**src/logic/clkgen_regs_cfg.svh**
```systemverilog
// constants for the upper register bytes of the clock generator control bank
// assumes inclusion by bare name from the logic folder
`ifndef CLKGEN_REGS_CFG_SVH
`define CLKGEN_REGS_CFG_SVH

// ==========================================================
// register indices
`define IDX_EDGE_RATE    3'h2
`define IDX_REF_CTRL     3'h3
`define IDX_RSVD_ONES    3'h4
`define IDX_REV_MAKER    3'h5
`define IDX_FAMILY_PART  3'h6
`define IDX_RB_LENGTH    3'h7
`define IDX_FIRST        3'h2

// ==========================================================
// reset and fixed values
`define RST_EDGE_RATE    4'hf
`define RST_REF_SLEW     2'h1
`define RST_REF_RUN_PD   1'h0
`define RST_REF_OE       1'h1
`define RST_RB_LENGTH    5'h08
`define RSVD_ONES_VAL    8'hff
`define RSVD_EDGE_HI     4'hf
`define RSVD_REF_LO      4'hf
`define RSVD_LEN_HI      3'h0
`define UNMAPPED_VAL     8'h00

// arbitrary identity values, not those of any real part
`define REVISION_CODE    4'h3
`define MAKER_CODE       4'h5
`define FAMILY_TYPE      2'h2
`define PART_CODE        6'h2a

// ==========================================================
// field positions
`define EDGE_LSB         0
`define EDGE_MSB         3
`define REF_OE_BIT       4
`define REF_RUN_PD_BIT   5
`define REF_SLEW_LSB     6
`define REF_SLEW_MSB     7
`define LEN_MSB          4

`endif

```
**src/logic/clkgen_regs_pkg.sv**
```systemverilog
// types shared by the upper register bank and its helpers
// assumes the cfg header sets the fixed values
package clkgen_regs_pkg;

	// ==========================================================
	// reference slew encodings
	typedef enum logic [1:0] {
		REF_SLEWEST = 2'h0,
		REF_SLOW    = 2'h1,
		REF_FAST    = 2'h2,
		REF_FASTER  = 2'h3
	} ref_slew_t;

	// ==========================================================
	// register access carrier from the serial engine
	typedef struct packed {
		logic       wr;
		logic       rd;
		logic [2:0] idx;
		logic [7:0] wdata;
	} reg_req_t;

	// settings steering the output drivers
	typedef struct packed {
		logic [3:0] diff_edge_fast;
		ref_slew_t  ref_slew;
		logic       ref_run_in_pd;
		logic       ref_oe;
	} clk_ctrl_t;

	// ==========================================================
	// block read sequencer states
	typedef enum logic [2:0] {
		ST_IDLE  = 3'h1,
		ST_COUNT = 3'h2,
		ST_DATA  = 3'h4
	} blk_state_t;

endpackage

```
**src/logic/reg_readback.sv**
```systemverilog
// read mux for the upper register bytes
// assumes current register contents arrive combinationally
`timescale 1ns/1ps
`include "clkgen_regs_cfg.svh"

module reg_readback (
	input  wire logic [2:0]                  idx,
	input  wire clkgen_regs_pkg::clk_ctrl_t  ctrl,
	input  wire logic [4:0]                  rb_len,
	output logic [7:0]                       rdata
);

	// ==========================================================
	// fixed fields ignore writes, always read their constants
	always_comb begin
		case (idx)
			`IDX_EDGE_RATE:   rdata = {`RSVD_EDGE_HI, ctrl.diff_edge_fast};
			`IDX_REF_CTRL:    rdata = {ctrl.ref_slew, ctrl.ref_run_in_pd,
			                          ctrl.ref_oe, `RSVD_REF_LO};
			`IDX_RSVD_ONES:   rdata = `RSVD_ONES_VAL;
			`IDX_REV_MAKER:   rdata = {`REVISION_CODE, `MAKER_CODE};
			`IDX_FAMILY_PART: rdata = {`FAMILY_TYPE, `PART_CODE};
			`IDX_RB_LENGTH:   rdata = {`RSVD_LEN_HI, rb_len};
			default:          rdata = `UNMAPPED_VAL;
		endcase
	end

endmodule

```
**src/logic/block_read_seq.sv**
```systemverilog
// sequencer for a block read: count byte first, then data from the start index
// assumes the serial engine pulses start and next on acknowledged bytes
`timescale 1ns/1ps
`include "clkgen_regs_cfg.svh"

module block_read_seq (
	input  wire logic                          clk,
	input  wire logic                          nrst,
	input  wire logic                          start,
	input  wire logic                          next,
	input  wire logic                          stop,
	input  wire logic [2:0]                    start_idx,
	input  wire logic [4:0]                    rb_len,
	output logic [2:0]                         rd_idx,
	output logic                               send_count,
	output logic                               active
);

	clkgen_regs_pkg::blk_state_t state_ff, nxt_state;
	logic [2:0] idx_ff, nxt_idx;
	logic [4:0] left_ff, nxt_left;

	// ==========================================================
	// next state
	always_comb begin
		nxt_state = state_ff;
		nxt_idx   = idx_ff;
		nxt_left  = left_ff;
		case (state_ff)
			clkgen_regs_pkg::ST_IDLE: begin
				if (start) begin
					nxt_state = clkgen_regs_pkg::ST_COUNT;
					nxt_idx   = start_idx;
					nxt_left  = rb_len;
				end
			end
			clkgen_regs_pkg::ST_COUNT: begin
				if (stop)
					nxt_state = clkgen_regs_pkg::ST_IDLE;
				else if (next)
					nxt_state = clkgen_regs_pkg::ST_DATA;
			end
			clkgen_regs_pkg::ST_DATA: begin
				// host ends with nack and stop; extra bytes just keep walking
				if (stop) begin
					nxt_state = clkgen_regs_pkg::ST_IDLE;
				end else if (next) begin
					nxt_idx  = idx_ff + 3'h1;
					nxt_left = (left_ff == 5'h0) ? 5'h0 : left_ff - 5'h1;
				end
			end
			default: nxt_state = clkgen_regs_pkg::ST_IDLE;
		endcase
	end

	always_ff @(posedge clk) begin
		if (!nrst) begin
			state_ff <= clkgen_regs_pkg::ST_IDLE;
			idx_ff   <= `IDX_FIRST;
			left_ff  <= `RST_RB_LENGTH;
		end else begin
			state_ff <= nxt_state;
			idx_ff   <= nxt_idx;
			left_ff  <= nxt_left;
		end
	end

	assign rd_idx     = idx_ff;
	assign send_count = (state_ff == clkgen_regs_pkg::ST_COUNT);
	assign active     = (state_ff != clkgen_regs_pkg::ST_IDLE);

endmodule

```
**src/logic/clockgen_smbus_ctrl_regs_hi.sv**
```systemverilog
// upper control and identification bytes (indices 2..7) of the clock generator
// assumes the serial protocol engine delivers decoded byte writes and read steps
`timescale 1ns/1ps
`include "clkgen_regs_cfg.svh"

module clockgen_smbus_ctrl_regs_hi (
	input  wire logic                          clk,
	input  wire logic                          nrst,
	input  wire clkgen_regs_pkg::reg_req_t     req,
	input  wire logic                          blk_rd_start,
	input  wire logic                          blk_rd_next,
	input  wire logic                          bus_stop,
	input  wire logic [2:0]                    blk_start_idx,
	input  wire logic                          power_down,
	output logic [7:0]                         rd_byte,
	output logic                               rd_busy,
	output logic [3:0]                         diff_edge_fast,
	output logic [1:0]                         ref_slew,
	output logic                               ref_enable,
	output logic [4:0]                         readback_len
);

	// ==========================================================
	// register state
	clkgen_regs_pkg::clk_ctrl_t ctrl_ff, nxt_ctrl;
	logic [4:0]                 len_ff, nxt_len;
	logic [7:0]                 rd_ff, nxt_rd;
	logic                       busy_ff;
	logic                       ref_en_ff, nxt_ref_en;
	logic [2:0]                 seq_idx;
	logic                       seq_count;
	logic                       seq_active;
	logic [2:0]                 mux_idx;
	logic [7:0]                 mux_data;

	function automatic logic hit(input clkgen_regs_pkg::reg_req_t r, input logic [2:0] i);
		hit = r.wr && (r.idx == i);
	endfunction

	// ==========================================================
	// block read sequencing
	block_read_seq u_seq (
		.clk        (clk),
		.nrst       (nrst),
		.start      (blk_rd_start),
		.next       (blk_rd_next),
		.stop       (bus_stop),
		.start_idx  (blk_start_idx),
		.rb_len     (len_ff),
		.rd_idx     (seq_idx),
		.send_count (seq_count),
		.active     (seq_active)
	);

	// single reads use the request index, block reads the walking one
	assign mux_idx = seq_active ? seq_idx : req.idx;

	reg_readback u_rb (
		.idx   (mux_idx),
		.ctrl  (ctrl_ff),
		.rb_len(len_ff),
		.rdata (mux_data)
	);

	// ==========================================================
	// write decode; each byte of a block write arrives as its own req.wr
	always_comb begin
		nxt_ctrl = ctrl_ff;
		nxt_len  = len_ff;
		if (hit(req, `IDX_EDGE_RATE))
			nxt_ctrl.diff_edge_fast = req.wdata[`EDGE_MSB:`EDGE_LSB];
		if (hit(req, `IDX_REF_CTRL)) begin
			nxt_ctrl.ref_slew      = clkgen_regs_pkg::ref_slew_t'(
			                         req.wdata[`REF_SLEW_MSB:`REF_SLEW_LSB]);
			nxt_ctrl.ref_run_in_pd = req.wdata[`REF_RUN_PD_BIT];
			nxt_ctrl.ref_oe        = req.wdata[`REF_OE_BIT];
		end
		if (hit(req, `IDX_RB_LENGTH))
			nxt_len = req.wdata[`LEN_MSB:0];
		// indices 4..6 and reserved bits have no storage, so writes vanish
	end

	// ==========================================================
	// read data and reference gating
	always_comb begin
		nxt_rd = rd_ff;
		if (seq_count)
			nxt_rd = {`RSVD_LEN_HI, len_ff};
		else if (seq_active || req.rd)
			nxt_rd = mux_data;
		// output held low when disabled, or when powered down without wake run
		nxt_ref_en = ctrl_ff.ref_oe && (!power_down || ctrl_ff.ref_run_in_pd);
	end

	always_ff @(posedge clk) begin
		if (!nrst) begin
			ctrl_ff.diff_edge_fast <= `RST_EDGE_RATE;
			ctrl_ff.ref_slew       <= clkgen_regs_pkg::ref_slew_t'(`RST_REF_SLEW);
			ctrl_ff.ref_run_in_pd  <= `RST_REF_RUN_PD;
			ctrl_ff.ref_oe         <= `RST_REF_OE;
			len_ff                 <= `RST_RB_LENGTH;
			rd_ff                  <= `UNMAPPED_VAL;
			busy_ff                <= 1'b0;
			ref_en_ff              <= 1'b0;
		end else begin
			ctrl_ff   <= nxt_ctrl;
			len_ff    <= nxt_len;
			rd_ff     <= nxt_rd;
			busy_ff   <= seq_active;
			ref_en_ff <= nxt_ref_en;
		end
	end

	// ==========================================================
	// outputs, all from flip-flops
	assign rd_byte        = rd_ff;
	assign rd_busy        = busy_ff;
	assign diff_edge_fast = ctrl_ff.diff_edge_fast;
	assign ref_slew       = ctrl_ff.ref_slew;
	assign ref_enable     = ref_en_ff;
	assign readback_len   = len_ff;

endmodule

```
**config.mk**
```make
export PLATFORM = sky130hd
export DESIGN_NAME = clockgen_smbus_ctrl_regs_hi
export DESIGN_NICKNAME = d
export VERILOG_FILES = /design/src/logic/clkgen_regs_pkg.sv /design/src/logic/reg_readback.sv /design/src/logic/block_read_seq.sv /design/src/logic/clockgen_smbus_ctrl_regs_hi.sv
export VERILOG_INCLUDE_DIRS = /design/src /design/src/logic
export SDC_FILE = /design/constraint.sdc
export NUM_CORES = 1
export LEC_CHECK = 0
export BUFFER_PORTS_ARGS = -buffer_cell sky130_fd_sc_hd__buf_2
export CORE_ASPECT_RATIO = 1.4
export CORE_MARGIN = 2
export CORE_UTILIZATION = 56
export CTS_CLUSTER_DIAMETER = 30
export DETAILED_ROUTE_END_ITERATION = 8
export GPL_ROUTABILITY_DRIVEN = 0
export PLACE_DENSITY = 0.85
export SYNTH_ARGS = -nofsm -noshare
export SYNTH_HDL_FRONTEND = slang
export SYNTH_SLANG_ARGS = --single-unit
```
**constraint.sdc**
```tcl
create_clock -name clk -period 2.47 [get_ports clk]
set_input_delay 0.247 -clock clk [delete_from_list [all_inputs] [get_ports clk]]
set_output_delay 0.247 -clock clk [all_outputs]
set_load 0.01 [all_outputs]
```
==> impl_metrics.ini <==
[logic_synthesis]
syn_inst = 187
yosysTopAreaCellShare_pct = 34.7
avgSynthCellArea_um2 = 8.96
ys_seq_area_share_pct = 34.7
synthFlopType = dfxtp_1
synthAdderAreaFrac_pct = 0.747
synth-simple-area-share_pct = 28.3
ys_ff_latch = 29
synth_top_cells_by_area = dfxtp_1 35%, mux2i_1 12%, nand2_1 3.8%, nor2b_1 3.7%, o21ai_0 3.6%
synth_top_cell_by_area = dfxtp_1
syn-num-nets = 210
synth_top_family_by_area = simple AND/OR/NAND/NOR gates
synth_xor_area_share_pct = 0
synth_area_um2 = 1680
synth_compound_area_share_pct = 15.4
synth-edff-count = 0
synthMuxAreaShare_pct = 14.0
ys_types = 44
synth_warnings = 0
synthArstFlopShare_pct = 0

[clocking]
cts_tree = yes
post_cts_buffers = 0
cts.sinks = 29
clk_pin_slew_ns = 0.06
cts_made_buffers = 5
hold_buffers = 0
cts_repair_resize_count = 0
clock_path_buffers = 2
worst_skew_pair.late_latency_ns = 0.28
root_buffer = clkbuf_8
h-tree-depth = 2

[global_routing]
grt_max_degree = 28
grt_first_pass_wirelength_um = 6180
antenna_found_initial = 0
grt_pass1_vias = 1383
grt_util_all_layers_pct = 24.0
grt.overflow.total = 0

[routing]
postRouteAntennaNets = 0
drtIter0Drc = 32
drcViolationCount = 0
wire_per_inst_um = 14.2
avgViaCountPerCell = 5.78
drt_first_pass_iters = 4
vias = 1504
wirelength_um = 3700

[floorplanning]
die-area_um2 = 3450
core_um2 = 2850
initial_core_util_pct = 58.8
die_w_um = 50.2
num_rows = 23
die_h_um = 68.7
ios = 43

[place]
place_area_um2 = 1850
port_buffers = 42
hpwl_um = 2770
place_inst = 252

[critical_path]
critPathArrivalTime_ns = 2.05
required_ns = 2.67
path_class = flop to flop
worstPathMaxFanout = 12
end_kind = flop
worstSetupStartpointType = flop

[cells_and_area]
fin_cells = 260
fin_area_um2 = 1940
drive_above_1_share_pct = 27.8
nets = 245
num_antenna_cells = 0
area_growth_pct = 15.5

[power]
finalPower_mw = 1.11
vdd_ir_drop_max_mv = 0.438
powerDensity_nw_per_um2 = 572
power.leakage_nw = 0.857

[worst_hold_path]
hp-class = primary input to flop

[timing]
slew_headroom_pct = 59.5
skew_ns = 0.00567
fmax_mhz = 540
slew_viol_final = 0
tns_ns = 0
hold_viol_final = 0
fin_crit_sh_pct = 75.0
timing.final.crit_period_ns = 1.85
rsz0062_at_grt = no
setup_viol = 0
tightestPinTransition_ns = 0.591

[outcome]
status = finished, final reports clean

[run]
max-cap-violations = 0
where the power goes:
group	switching, mW	internal, mW	total (mW)
Sequential	0.0257	0.498	0.523
Clock	0.175	0.194	0.369
Combinational	0.114	0.100	0.215
placed cells by master, fill, tap and decap left out, types with 3 or more instances in the layout:
| cell | Yosys | routed |
|---|---|---|
| a21oi_1 | 8 | 8 |
| o21ai_0 | 12 | 12 |
| dfxtp_1 | 29 | 29 |
| mux2i_1 | 20 | 20 |
| nand3b_1 | 6 | 6 |
| clkbuf_8 | 0 | 5 |
| buf_2 | 2 | 42 |
| mux2_2 | 3 | 3 |
| nand2_1 | 17 | 17 |
| nand4_1 | 3 | 3 |
| buf_4 | 8 | 4 |
| a31oi_1 | 4 | 4 |
| o31ai_1 | 3 | 3 |
| nor3_1 | 4 | 4 |
| nor2_1 | 9 | 9 |
| nand2b_1 | 7 | 7 |
| nor2b_1 | 10 | 10 |
critical path, stage by stage, from the launching register on:
cell	delay (ns)
dfxtp_1	0.46
nor3b_4	0.40
mux2i_1	0.58
a21oi_1	0.09
o31ai_1	0.24
sequential cells by signal, indices dropped and copies added (netlist names):
signal	cells
ref_enable	1
diff_edge_fast	4
ctrl_ff	2
rd_busy	1
rd_byte	8
u_seq.rd_idx	3
ref_slew	2
u_seq.state_ff	3
readback_len	5
cell type report:
class,count,area [um2]
Tap cell,37,46.3
Sequential cell,29,581
Fill cell,249,913
Multi-Input combinational cell,138,978
Clock inverter,2,10.0
Timing Repair Buffer,46,240
Clock buffer,6,72.6
Inverter,2,7.51
synthesized netlist by cell type, types with 3 or more instances:
cell,instances
nand4_1,3
nor2b_1,10
mux2_2,3
nor3_1,4
nand2b_1,7
mux2i_1,20
nand3b_1,6
nand2_1,17
a21oi_1,8
nor2_1,9
o31ai_1,3
dfxtp_1,29
o21ai_0,12
clkbuf_1,6
a31oi_1,4
buf_4,8
final timing paths:
kind                     start    endpoint  slack (ns)  cells past startpoint
min                 power_down  ref_enable        0.13                      2
max          u_seq.state_ff[1]  rd_byte[7]        0.62                      4
min reg2reg         ctrl_ff[0]  ref_enable        0.45                      2
max reg2reg  u_seq.state_ff[1]  rd_byte[7]        0.62                      4
per-stage QoR:
stage	setup WS, ns	hold WS [ns]	util (%)
CTS	0.669	0.126	67.9
global route	0.451	0.145	67.9
finish	0.619	0.133	67.9
global placement	0.718	0.428	65.0
floorplan	1.01	0.338	-
detailed placement	0.671	0.431	65.0
metal layers:
metal  routed length, um  GRT usage [%]  vias up
met5                   0              0        -
met4                  73           12.8        0
met3                 233           5.39        8
met2                1870           41.8       57
met1                1520           27.5      697
li1                    -              -      742
cell families after synthesis:
| logic type | after synthesis |
|---|---|
| adders and majority gates | 1 |
| DFF | 29 |
| buffers and inverters | 20 |
| and+or+nand+nor | 74 |
| muxes | 23 |
| AOI/OAI and AO/OA | 40 |
(Power assumes the default switching activity.)
